### src/psa_pkg.sv
// Package holding register offsets, bit positions and mode codes for the status and alarm logic.
package psa_pkg;
   // Register offsets as seen by the serial command interface.
   localparam logic [7:0] OFS_ALERT_A = 8'h02;
   localparam logic [7:0] OFS_FAULT_A = 8'h03;
   localparam logic [7:0] OFS_TEMP_DIAG_ALERT = 8'h04;
   localparam logic [7:0] OFS_TEMP_DIAG_FAULT = 8'h05;
   localparam logic [7:0] OFS_PACK_STATUS = 8'h12;
   localparam logic [7:0] OFS_ALARM_LATCH = 8'h62;
   localparam logic [7:0] OFS_ALARM_LIVE = 8'h64;
   localparam logic [7:0] OFS_ALARM_MASK = 8'h66;
   // Pack status bit positions.
   localparam int PS_NORMAL = 15;
   localparam int PS_ALERT_SUMMARY = 13;
   localparam int PS_FAULT_SUMMARY = 12;
   localparam int PS_SEC_HI = 11;
   localparam int PS_SEC_LO = 10;
   localparam int PS_AUTO_SWITCH = 8;
   localparam int PS_RESET_FLAG = 7;
   localparam int PS_EDIT_MODE = 5;
   localparam int PS_ALERT_LINE = 4;
   localparam int PS_CHARGE_DRV = 3;
   localparam int PS_DISCHARGE_DRV = 2;
   localparam int PS_DETECTOR = 1;
   // Alarm bit positions, shared by latch, live and mask registers.
   localparam int AL_FAULT_A = 15;
   localparam int AL_FAULT_B = 14;
   localparam int AL_ALERT_A = 13;
   localparam int AL_ALERT_B = 12;
   localparam int AL_CHARGE_OFF = 11;
   localparam int AL_DISCHARGE_OFF = 10;
   localparam int AL_LOW_VOLTAGE = 9;
   localparam int AL_CHECK_HI = 7;
   localparam int AL_CHECK_LO = 6;
   localparam int AL_INIT_DONE = 2;
   localparam int AL_DETECTOR = 1;
   localparam int AL_RESET = 0;
   // Implemented alarm bits; the rest read as zero, except in the mask register before its first write.
   localparam logic [15:0] ALARM_IMPL = 16'hfec7;
   // Temperature and diagnostic byte: bit 2 is reserved.
   localparam logic [7:0] TEMP_DIAG_IMPL = 8'hfb;
   localparam logic [7:0] TEMP_DIAG_ALERT_IMPL = 8'hfb;
   localparam logic [15:0] ALARM_MASK_RESET = 16'hffff;
   // Security state encoding.
   typedef enum logic [1:0] {
      PSA_SEC_UNINIT = 2'b00,
      PSA_SEC_OPEN = 2'b01,
      PSA_SEC_UNUSED = 2'b10,
      PSA_SEC_LOCKED = 2'b11
   } psa_sec_e;
endpackage

### src/psa_status_alarm.sv
// Status words, alarm latch with mask and open-drain alert line of the protector.
//
// Operation
// - Fault byte: temperature and diagnostic fault bits.
// - Alert byte: diag alert bits seven to three, one, zero.
// - Status bit 15 high in normal mode.
// - Bits 13/12 flag any alerts/faults present, mask ignored.
// - Bits 11:10 show security state code.
// - Locked state refuses configuration reads, writes.
// - Bit 8 auto switch: loaded, toggled.
// - Bit 7 set on reset, cleared on exit.
// - Bit 5 set after enter-edit processed.
// - Bit 4 high while alert line driven.
// - Bits 3/2 show charge/discharge driver enable.
// - Bit 1 shows debounced detector level.
// - Latch bits 15..12 from masked byte sources.
// - Writing one clears a latch bit.
// - Alert line low while any latch set.
// - Bits 11/10 set on driver disabled.
// - Bit 9 set on low voltage shutdown.
// - Bits 7/6 set per check in normal.
// - Bit 2 set on initial evaluation done.
// - Bit 1 set on detector level change.
// - Bit 0 set while reset flag asserted.
// - Live register shows unmasked raw conditions.
// - Mask bit gates latch and alert line.
// - Check and init live bits pulse briefly.
module psa_status_alarm #(
   parameter int ADDR_W = 8,
   parameter int DATA_W = 16
) (
   input wire logic core_clk,
   input wire logic resetn,
   input wire logic [7:0] fault_a_byte,
   input wire logic [7:0] alert_a_byte,
   input wire logic [7:0] temp_fault_in,
   input wire logic [7:0] temp_alert_in,
   input wire logic normal_mode,
   input wire logic charge_driver,
   input wire logic discharge_driver,
   input wire logic detector_level,
   input wire logic low_voltage_shutdown,
   input wire logic check_tick,
   input wire logic init_done,
   input wire logic enter_edit_cmd,
   input wire logic exit_edit_cmd,
   input wire logic auto_switch_toggle_cmd,
   input wire logic auto_switch_stored,
   input wire logic seal_cmd,
   input wire logic unlock_cmd,
   input wire logic reg_wr,
   input wire logic reg_rd,
   input wire logic cfg_access,
   input wire logic [ADDR_W-1:0] reg_addr,
   input wire logic [DATA_W-1:0] reg_wdata,
   output logic [DATA_W-1:0] reg_rdata,
   output logic reg_refused,
   output logic cfg_allowed,
   output logic auto_switch_ctrl,
   output logic alert_n_out,
   output logic alert_n_oe
);

   // Refuses parameter values that the register map cannot serve.
   generate
      if (ADDR_W < 8 || DATA_W != 16)
      begin : g_bad_params
         $error("psa_status_alarm: ADDR_W must be >= 8 and DATA_W must be 16");
      end
   endgenerate

   // Timing seen from the register side, for whoever integrates this block.
   // A read strobe is taken at a rising edge and the word stands on the read
   // port from that same edge until the following read strobe.
   // A write strobe is taken at a rising edge and acts at that same edge.
   // Writes to the latch offset clear only the positions written as one.
   // A source that sets a latch bit in the cycle of its clear keeps it set,
   // so an event that lands during servicing is never lost.
   // The alert line follows the latch one cycle late, which makes the
   // line flag in the status word agree with what the pin really shows.
   // Status bits 13 and 12 summarise the incoming bytes and ignore the
   // alarm mask; only the latch and the alert line obey the mask.
   // Driver-off latch bits react to the fall of a driver enable, whereas
   // the live register shows the driver-off condition as a level.
   // The detector latch bit reacts to any change of the debounced level,
   // in either direction.
   // The initial-evaluation bit is a one-shot that is re-armed when the
   // edit window is left, so a settings reload reports itself again.
   // The reset flag stays up from a full reset until the edit window is
   // left, and it keeps the reset latch bit set while it is up.
   // The security state reads as not initialised for one cycle only.
   // Locked state refuses configuration access and edit entry, but all
   // status registers stay readable and the latch stays clearable.
   // The alert output is open drain: its level is always low and only the
   // enable decides whether the line is pulled.

   logic [15:0] alarm_latch_r;
   logic [15:0] alarm_mask_r;
   logic [15:0] alarm_live;
   logic [15:0] alarm_set;
   logic [15:0] alarm_clr;
   logic [15:0] pack_status;
   logic [7:0] temp_fault;
   logic [7:0] temp_alert;
   logic [1:0] sec_r;
   logic auto_switch_r;
   logic reset_flag_r;
   logic edit_mode_r;
   logic detector_prev_r;
   logic charge_prev_r;
   logic discharge_prev_r;
   logic init_seen_r;
   logic [DATA_W-1:0] rdata_r;
   logic refused_r;
   logic alert_drv_r;
   logic alert_lvl_r;
   logic locked;
   logic detector_change;

   // Reserved bit of the temperature bytes is forced to zero.
   assign temp_fault = temp_fault_in & psa_pkg::TEMP_DIAG_IMPL;
   assign temp_alert = temp_alert_in & psa_pkg::TEMP_DIAG_ALERT_IMPL;
   assign locked = (sec_r == psa_pkg::PSA_SEC_LOCKED);
   assign detector_change = detector_level ^ detector_prev_r;

   // Reduces a byte to a present flag.
   function automatic logic any_set(input logic [7:0] b);
      any_set = |b;
   endfunction

   // Decodes a register address against one offset.
   function automatic logic hit(input logic [ADDR_W-1:0] a, input logic [7:0] ofs);
      hit = (a == ADDR_W'(ofs));
   endfunction

   // Live alarm conditions before the mask.
   always_comb
   begin
      alarm_live = 16'h0000;
      alarm_live[psa_pkg::AL_FAULT_A] = any_set(fault_a_byte);
      alarm_live[psa_pkg::AL_FAULT_B] = any_set(temp_fault);
      alarm_live[psa_pkg::AL_ALERT_A] = any_set(alert_a_byte);
      alarm_live[psa_pkg::AL_ALERT_B] = any_set(temp_alert);
      alarm_live[psa_pkg::AL_CHARGE_OFF] = ~charge_driver;
      alarm_live[psa_pkg::AL_DISCHARGE_OFF] = ~discharge_driver;
      alarm_live[psa_pkg::AL_LOW_VOLTAGE] = low_voltage_shutdown;
      alarm_live[psa_pkg::AL_CHECK_HI] = check_tick & normal_mode;
      alarm_live[psa_pkg::AL_CHECK_LO] = check_tick & normal_mode;
      alarm_live[psa_pkg::AL_INIT_DONE] = init_done & ~init_seen_r;
      alarm_live[psa_pkg::AL_DETECTOR] = detector_level;
      alarm_live[psa_pkg::AL_RESET] = reset_flag_r;
   end

   // Latch set terms; driver-off bits latch on the falling edge of the enable.
   always_comb
   begin
      alarm_set = alarm_live & alarm_mask_r & psa_pkg::ALARM_IMPL;
      alarm_set[psa_pkg::AL_CHARGE_OFF] = charge_prev_r & ~charge_driver
         & alarm_mask_r[psa_pkg::AL_CHARGE_OFF];
      alarm_set[psa_pkg::AL_DISCHARGE_OFF] = discharge_prev_r & ~discharge_driver
         & alarm_mask_r[psa_pkg::AL_DISCHARGE_OFF];
      alarm_set[psa_pkg::AL_DETECTOR] = detector_change
         & alarm_mask_r[psa_pkg::AL_DETECTOR];
      alarm_set[psa_pkg::AL_CHECK_HI] = alarm_set[psa_pkg::AL_CHECK_HI];
      alarm_set[psa_pkg::AL_INIT_DONE] = alarm_set[psa_pkg::AL_INIT_DONE];
   end

   // Only ones written to the latch offset clear bits.
   assign alarm_clr = (reg_wr && hit(reg_addr, psa_pkg::OFS_ALARM_LATCH)) ?
      reg_wdata : 16'h0000;

   // Alarm latch: set wins over a clear in the same cycle.
   always_ff @(posedge core_clk or negedge resetn)
   begin
      if (!resetn)
         alarm_latch_r <= 16'h0000;
      else
         alarm_latch_r <= ((alarm_latch_r & ~alarm_clr) | alarm_set)
            & psa_pkg::ALARM_IMPL;
   end

   // Mask register, writable in any security state.
   always_ff @(posedge core_clk or negedge resetn)
   begin
      if (!resetn)
         alarm_mask_r <= psa_pkg::ALARM_MASK_RESET;
      else if (reg_wr && hit(reg_addr, psa_pkg::OFS_ALARM_MASK))
         alarm_mask_r <= reg_wdata & psa_pkg::ALARM_IMPL;
   end

   // Charge driver history; the reset value cannot fake a falling edge.
   always_ff @(posedge core_clk or negedge resetn)
   begin
      if (!resetn)
         charge_prev_r <= 1'b0;
      else
         charge_prev_r <= charge_driver;
   end

   // Discharge driver history; the reset value cannot fake a falling edge.
   always_ff @(posedge core_clk or negedge resetn)
   begin
      if (!resetn)
         discharge_prev_r <= 1'b0;
      else
         discharge_prev_r <= discharge_driver;
   end

   // Detector history; resets to the idle low level of the detector.
   always_ff @(posedge core_clk or negedge resetn)
   begin
      if (!resetn)
         detector_prev_r <= 1'b0;
      else
         detector_prev_r <= detector_level;
   end

   // One-shot for the initial evaluation, re-armed on leaving edit mode.
   always_ff @(posedge core_clk or negedge resetn)
   begin
      if (!resetn)
         init_seen_r <= 1'b0;
      else if (exit_edit_cmd && edit_mode_r)
         init_seen_r <= 1'b0;
      else if (init_done)
         init_seen_r <= 1'b1;
   end

   // Reset flag: set by full reset, cleared only on leaving edit mode.
   always_ff @(posedge core_clk or negedge resetn)
   begin
      if (!resetn)
         reset_flag_r <= 1'b1;
      else if (exit_edit_cmd && edit_mode_r)
         reset_flag_r <= 1'b0;
   end

   // Edit mode flag, entered only from full access.
   always_ff @(posedge core_clk or negedge resetn)
   begin
      if (!resetn)
         edit_mode_r <= 1'b0;
      else if (enter_edit_cmd && !locked)
         edit_mode_r <= 1'b1;
      else if (exit_edit_cmd)
         edit_mode_r <= 1'b0;
   end

   // Autonomous switch control: loaded on edit exit, toggled by command.
   always_ff @(posedge core_clk or negedge resetn)
   begin
      if (!resetn)
         auto_switch_r <= 1'b0;
      else if (exit_edit_cmd && edit_mode_r)
         auto_switch_r <= auto_switch_stored;
      else if (auto_switch_toggle_cmd && !locked)
         auto_switch_r <= ~auto_switch_r;
   end

   // Security state: uninitialised until first cycle, then open or locked.
   always_ff @(posedge core_clk or negedge resetn)
   begin
      if (!resetn)
         sec_r <= psa_pkg::PSA_SEC_UNINIT;
      else if (sec_r == psa_pkg::PSA_SEC_UNINIT)
         sec_r <= psa_pkg::PSA_SEC_OPEN;
      else if (seal_cmd && !locked)
         sec_r <= psa_pkg::PSA_SEC_LOCKED;
      else if (unlock_cmd && locked)
         sec_r <= psa_pkg::PSA_SEC_OPEN;
   end

   // Pack status word assembled from live state.
   always_comb
   begin
      pack_status = 16'h0000;
      pack_status[psa_pkg::PS_NORMAL] = normal_mode;
      pack_status[psa_pkg::PS_ALERT_SUMMARY] = any_set(alert_a_byte) | any_set(temp_alert);
      pack_status[psa_pkg::PS_FAULT_SUMMARY] = any_set(fault_a_byte) | any_set(temp_fault);
      pack_status[psa_pkg::PS_SEC_HI] = sec_r[1];
      pack_status[psa_pkg::PS_SEC_LO] = sec_r[0];
      pack_status[psa_pkg::PS_AUTO_SWITCH] = auto_switch_r;
      pack_status[psa_pkg::PS_RESET_FLAG] = reset_flag_r;
      pack_status[psa_pkg::PS_EDIT_MODE] = edit_mode_r;
      pack_status[psa_pkg::PS_ALERT_LINE] = alert_drv_r;
      pack_status[psa_pkg::PS_CHARGE_DRV] = charge_driver;
      pack_status[psa_pkg::PS_DISCHARGE_DRV] = discharge_driver;
      pack_status[psa_pkg::PS_DETECTOR] = detector_level;
   end

   // Read port: one cycle after the read strobe, unmapped reads return zero.
   always_ff @(posedge core_clk or negedge resetn)
   begin
      if (!resetn)
         rdata_r <= '0;
      else if (reg_rd)
      begin
         if (hit(reg_addr, psa_pkg::OFS_FAULT_A))
            rdata_r <= {8'h00, fault_a_byte};
         else if (hit(reg_addr, psa_pkg::OFS_ALERT_A))
            rdata_r <= {8'h00, alert_a_byte};
         else if (hit(reg_addr, psa_pkg::OFS_TEMP_DIAG_FAULT))
            rdata_r <= {8'h00, temp_fault};
         else if (hit(reg_addr, psa_pkg::OFS_TEMP_DIAG_ALERT))
            rdata_r <= {8'h00, temp_alert};
         else if (hit(reg_addr, psa_pkg::OFS_PACK_STATUS))
            rdata_r <= pack_status;
         else if (hit(reg_addr, psa_pkg::OFS_ALARM_LATCH))
            rdata_r <= alarm_latch_r;
         else if (hit(reg_addr, psa_pkg::OFS_ALARM_LIVE))
            rdata_r <= alarm_live & psa_pkg::ALARM_IMPL;
         else if (hit(reg_addr, psa_pkg::OFS_ALARM_MASK))
            rdata_r <= alarm_mask_r;
         else
            rdata_r <= '0;
      end
   end

   // Refusal of configuration access while locked, one cycle after the try.
   always_ff @(posedge core_clk or negedge resetn)
   begin
      if (!resetn)
         refused_r <= 1'b0;
      else
         refused_r <= cfg_access & locked;
   end

   // Edit-window permission: only in edit mode and never while locked.
   always_ff @(posedge core_clk or negedge resetn)
   begin
      if (!resetn)
         cfg_allowed <= 1'b0;
      else
         cfg_allowed <= edit_mode_r & ~locked;
   end

   // Alert line: driven low while any latch bit is set, released otherwise.
   always_ff @(posedge core_clk or negedge resetn)
   begin
      if (!resetn)
         alert_drv_r <= 1'b0;
      else
         alert_drv_r <= |alarm_latch_r;
   end

   // Open-drain level register: the pin is only ever pulled low.
   always_ff @(posedge core_clk or negedge resetn)
   begin
      if (!resetn)
         alert_lvl_r <= 1'b0;
      else
         alert_lvl_r <= 1'b0;
   end

   assign reg_rdata = rdata_r;
   assign reg_refused = refused_r;
   assign auto_switch_ctrl = auto_switch_r;
   assign alert_n_oe = alert_drv_r;
   assign alert_n_out = alert_lvl_r; // Open drain: only ever pulls low.

endmodule // psa_status_alarm

### config.mk
export PLATFORM = sky130hd
export DESIGN_NAME = psa_status_alarm
export DESIGN_NICKNAME = d
export VERILOG_FILES = /design/src/psa_pkg.sv /design/src/psa_status_alarm.sv
export SDC_FILE = /design/constraint.sdc
export NUM_CORES = 1
export LEC_CHECK = 0
export CORE_MARGIN = 2
export CORE_UTILIZATION = 35
export DETAILED_ROUTE_END_ITERATION = 6
export DONT_BUFFER_PORTS = 1
export HOLD_SLACK_MARGIN = 0.06
export SETUP_SLACK_MARGIN = 0.15
export SYNTH_ARGS = -nofsm -noshare
export SYNTH_HDL_FRONTEND = slang
export SYNTH_SLANG_ARGS = --single-unit
### constraint.sdc
create_clock -name core_clk -period 2.2 [get_ports core_clk]
set_input_delay 0.44 -clock core_clk [delete_from_list [all_inputs] [get_ports core_clk]]
set_output_delay 0.44 -clock core_clk [all_outputs]
set_load 0.01 [all_outputs]
Yosys cells after proc, flatten, opt, wreduce, memory -nomap -nowiden
Index checks and enable logic that the tools add are counted.
{"block": "op_classes", "eq_ne": 9, "bitwise": 21, "mux": 18, "reduce_logical": 18}
{"operator": "16-bit 2-to-1 mux", "n": 9}
{"operator": "16-bit bitwise AND", "n": 2}
{"operator": "8-bit by 7-bit equality test with 1-bit output (second input constant)", "n": 3}
{"operator": "8-bit by 2-bit equality test with 1-bit output (second input constant)", "n": 2}
{"operator": "8-bit by 3-bit equality test with 1-bit output (second input constant)", "n": 2}
{"operator": "16-bit inverter", "n": 1}
{"operator": "16-bit OR", "n": 1}
{"operator": "8-bit OR reduction", "n": 2}
{"operator": "7-bit OR reduction", "n": 2}
{"operator": "12-bit OR reduction", "n": 1}
{"operator": "1-bit bitwise AND", "n": 9}
{"operator": "8-bit by 5-bit equality test with 1-bit output (second input constant)", "n": 1}
{"operator": "1-bit logical AND", "n": 7}
{"operator": "1-bit 2-to-1 mux", "n": 6}
{"operator": "2-bit 2-to-1 mux", "n": 3}
{"operator": "2-bit nonzero test", "n": 3}
{"operator": "1-bit inverter", "n": 5}
{"operator": "3-bit nonzero test", "n": 1}
{"operator": "2-bit equality test (second input constant)", "n": 1}
{"operator": "2-bit logical NOT", "n": 1}
{"operator": "1-bit OR", "n": 2}
{"operator": "1-bit logical NOT", "n": 1}
{"operator": "1-bit XOR", "n": 1}
{"block": "totals", "reg_bits": 56, "wordCells": 80, "input_bits": 74}

Depth between registers and ports, before layout
{"block": "logic_depth", "depth_word": 9, "ltp_mapped": 7, "depth_no_buf": 5}

Worst setup path after synthesis
No wires, ideal clock.
{"block": "synth_timing", "kind": "input to register", "from": "input port reg_addr[0]", "to": "register rdata_r[12] (netlist: reg_rdata[12])", "setup_ns": 0.134, "slack_ns": 0.305, "n_path_buf": 1, "stages": 5, "t_arrival_ns": 1.760, "cell_sequence": "or4b_1 -> buf_2 -> or4_1 -> o2111ai_1 -> o22ai_1"}
{"block": "synth_between", "elab_chain_cells": 9, "elab_cells_between_ends": 16, "classes_between": "eq/ne: 8; mux: 8"}
{"item": "start: declaration", "line_no": "psa_status_alarm.sv:54", "rtl": "input wire logic [ADDR_W-1:0] reg_addr,"}
{"item": "8-bit by 7-bit equality test with 1-bit output", "line_no": "psa_status_alarm.sv:133", "rtl": "hit = (a == ADDR_W'(ofs));"}
{"item": "16-bit 2-to-1 mux", "line_no": "psa_status_alarm.sv:312", "rtl": "else if (hit(reg_addr, psa_pkg::OFS_ALARM_MASK))"}
{"item": "16-bit 2-to-1 mux", "line_no": "psa_status_alarm.sv:310", "rtl": "else if (hit(reg_addr, psa_pkg::OFS_ALARM_LIVE))"}
{"item": "16-bit 2-to-1 mux", "line_no": "psa_status_alarm.sv:308", "rtl": "else if (hit(reg_addr, psa_pkg::OFS_ALARM_LATCH))"}
{"item": "16-bit 2-to-1 mux", "line_no": "psa_status_alarm.sv:306", "rtl": "else if (hit(reg_addr, psa_pkg::OFS_PACK_STATUS))"}
{"item": "16-bit 2-to-1 mux", "line_no": "psa_status_alarm.sv:304", "rtl": "else if (hit(reg_addr, psa_pkg::OFS_TEMP_DIAG_ALERT))"}
{"item": "16-bit 2-to-1 mux", "line_no": "psa_status_alarm.sv:302", "rtl": "else if (hit(reg_addr, psa_pkg::OFS_TEMP_DIAG_FAULT))"}
{"item": "16-bit 2-to-1 mux", "line_no": "psa_status_alarm.sv:300", "rtl": "else if (hit(reg_addr, psa_pkg::OFS_ALERT_A))"}
{"item": "16-bit 2-to-1 mux (*)", "line_no": "psa_status_alarm.sv:298", "rtl": "if (hit(reg_addr, psa_pkg::OFS_FAULT_A))"}
{"item": "end signal: assignment", "line_no": "psa_status_alarm.sv:299", "rtl": "rdata_r <= {8'h00, fault_a_byte};"}
{"item": "end signal: assignment", "line_no": "psa_status_alarm.sv:301", "rtl": "rdata_r <= {8'h00, alert_a_byte};"}
{"item": "end signal: assignment", "line_no": "psa_status_alarm.sv:303", "rtl": "rdata_r <= {8'h00, temp_fault};"}
{"item": "end: declaration", "line_no": "psa_status_alarm.sv:113", "rtl": "logic [DATA_W-1:0] rdata_r;"}
Every way passes the cells marked *; elsewhere a longest branch is shown, timed or not.
A chain may end at the register's enable or synchronous reset.

Worst setup path in the final report
{"block": "layout_timing", "from": "input port reg_addr[5]", "to": "register rdata_r[12] (netlist: reg_rdata[12])"}
Same word-level chain as after synthesis.

==> metrics <==
initial antenna violation count 0; Switching Fraction 27.7%; CP Data Arrival Time 1910 ps; Final Hold Vio Count 0; cell accounting for the most synthesized area dfrtp_1; Clock Skews 12.5 ps; Combinational Power Share 12.0%; die area 0.00930 mm²; TritonCTS Buffers 5; Final Setup Violations 0; Final TNS setup 0 ps; Internal Power 0.00145 W; total clock sinks 53; I/O Pins 95; Reg2Reg Setup Slack 720 ps; Starting Density 36.2%; max cap viols 0; count of distinct cell types in the synthesized netlist 60; WL per Instance 21.0 µm; first-pass GRT wire length 13.6 mm; # diodes 0; antenna-violating nets left 0; DRC 0; crit end category flip-flop; Clock Power Share 27.8%; Vias/cell 6.08; worst-skew pair later-pin latency 310 ps; Clk pin slew, worst setup/hold paths 100 ps; synth cell count leaders 39 x dfrtp_1, 33 x nand2_1, 21 x a21oi_1; synthesized netlist cell count 316; row cnt 33; post-route setup slack 485 ps; Cell Area, Synth 0.00299 mm²; slew margin rel. 55.2%; Hold WC Path Type in2reg; Worst Hold Launch discharge_driver; Placer Congestion 0.845; slowest cell on the critical path or4b_1; DRT Pass-1 Iters 5; share of cells above drive strength 1 15.8%; Via Count 2,559; family with the most delay on the worst path simple AND/OR/NAND/NOR gates; period utilization 78.0%; Post-CTS Repair Setup Buffers 0; maximum VDD drop 0.306 mV; Tot GR Track Use 19.5%; count leader, synth dfrtp_1; Pins Over Slew Limit 0; Leak 1.20 nW; clk buf depth 2; Fill cells 832; startpoint class of the critical path input port; core box area 0.00826 mm²; ys flop type dfrtp_1; unrepaired setup endpoints after global routing no; CTS resizes 0; vias in the first global route 2,425; Post-Synthesis Net Count 390; H-tree levels 2; CP Buf/Inv Count 1; TritonCTS clock tree built; Die Wd 96.4 µm; Post-synth ARST share 100%; EDFF count, synth 0; R2R Path Start reset_flag_r; PD cells 622 mW/mm²; 1st-iter DRT viols 269; sequential power share 60.3%; worst slew pin tran 655 ps; Tmin final 1720 ps; R2R Path End reg_rdata[0]; Hold Crit Depth 0; Cell Chain, Critical Path or4b_1, buf_4, or4_1, o2111ai_1, o22ai_1; final core utilization 39.0%; nets 389; critical path class in2reg; Post-DP HPWL 6.81 mm; largest net degree at the start of global routing 54; Routed Wire Length 8.86 mm; Hold EP discharge_prev_r; Critical Path RT 2400 ps; crit-path max FO 7; largest stage delay on the critical path 660 ps; Syn Area/Cell 9.46 µm²; dpl ws 150 ps; Layout Area Growth over Synthesis 7.62%; status finished, final reports clean; NetSw 0.000555 W; post-synth top area share 32.6%; Seq/Total Area, Yosys 44.9%; synth warn 0; Die H 96.4 µm; top cells by area, synth dfrtp_1 33%, dfstp_2 12%, mux2_2 4.9%, nand2_1 4.1%, a21oi_1 3.5%; cell area after layout 0.00322 mm²; total gr overflow 0; clock root buffer clkbuf_8; Max Fclk 0.583 GHz; synthesized flop and latch total 53; placed instance area 0.00309 mm²; R2R cell count 4; PortBufs 0
-- worst register-to-register path, stage by stage (launching register included) --
cell,delay (ps)
dfstp_2,600
a21oi_1,80
nor4_1,420
a21oi_1,120
o221ai_1,180
-- registers in the layout, indices dropped and copies added (netlist names) --
signal            cells
detector_prev_r       1
reset_flag_r          1
alert_n_oe            1
reg_rdata            16
reg_refused           1
sec_r                 2
init_seen_r           1
discharge_prev_r      1
cfg_allowed           1
edit_mode_r           1
alarm_mask_r         13
alarm_latch_r        12
charge_prev_r         1
auto_switch_ctrl      1
-- cell type report --
cell class	count	area (µm²)	area share [%]
inverters	14	52.6	1.63
repair buffers	9	90.1	2.80
well taps	105	131	4.08
clock buffers	6	72.6	2.26
clock inverters	2	15.0	0.467
flip-flops and latches	53	1340	41.8
multi-input cells	232	1510	47.0
-- routing by layer --
layer | routed length (µm) | GRT usage (%)
met1 | 3680 | 26.2
met2 | 4010 | 29.8
met3 | 968 | 6.75
met4 | 202 | 5.87
met5 | 0 | 0
-- layout by cell type (no fill, tap or decap), types with 5 or more instances in the layout --
cell      Yosys  routed
a211oi_1      5       5
nor2_1       17      17
a21oi_1      21      21
mux2_2       13      13
dfstp_2      14      14
o21ai_0      19      19
nand2_1      33      33
dfrtp_1      39      39
clkbuf_8      0       5
o22ai_1       8       8
nor2b_1       7       7
buf_4         1       7
inv_1        14      14
a22o_1       12      12
nor3_1        5       5
nor4_1       12      12
-- power by group through the flow --
stage | registers [W] | logic (W) | clock network, W
2_1_floorplan | 0.00118 | 0.000205 | 0
3_3_place_gp | 0.00122 | 0.000208 | 0
3_5_place_dp | 0.00123 | 0.000214 | 0
4_1_cts | 0.00121 | 0.000243 | 0.000570
5_1_grt | 0.00122 | 0.000270 | 0.000622
6_report | 0.00121 | 0.000239 | 0.000556
-- cells by family (layout without fill, tap and decap cells) --
| kind of cell | after synthesis | after routing | synth area share (%) |
|---|---|---|---|
| simple gates | 109 | 109 | 20.0 |
| compound gates | 103 | 103 | 23.7 |
| flops | 53 | 53 | 44.9 |
| buf+inv | 31 | 31 | 4.48 |
| mux | 17 | 17 | 6.23 |
| xor+xnor | 2 | 2 | 0.586 |
| other cells | 1 | 1 | 0.125 |
-- metrics by stage --
stage | hold WS, ps | instances | power (W)
final | 148 | 421 | 0.00200
after floorplan | 144 | 316 | 0.00139
after global placement | 147 | 411 | 0.00143
after detailed placement | 147 | 411 | 0.00144
after CTS | 143 | 421 | 0.00202
after global routing | 128 | 421 | 0.00211
-- worst max path at each step --
stage	end	cells after the start	start	slack (ps)
CTS	reg_rdata[12]	5	reg_addr[5]	490
floorplan	reg_rdata[12]	5	reg_addr[0]	310
global route	reg_rdata[13]	5	reg_addr[5]	370
finish	reg_rdata[12]	5	reg_addr[5]	480
detailed placement	reg_rdata[12]	5	reg_addr[5]	150
global placement	reg_rdata[12]	5	reg_addr[5]	170
-- timing repair --
action / CTS / global route
endpoints found under the setup margin: 0 / 0
endpoints found under the hold margin: 53 / 0
hold buffers: 2 / 0
(Power assumes the default switching activity.)
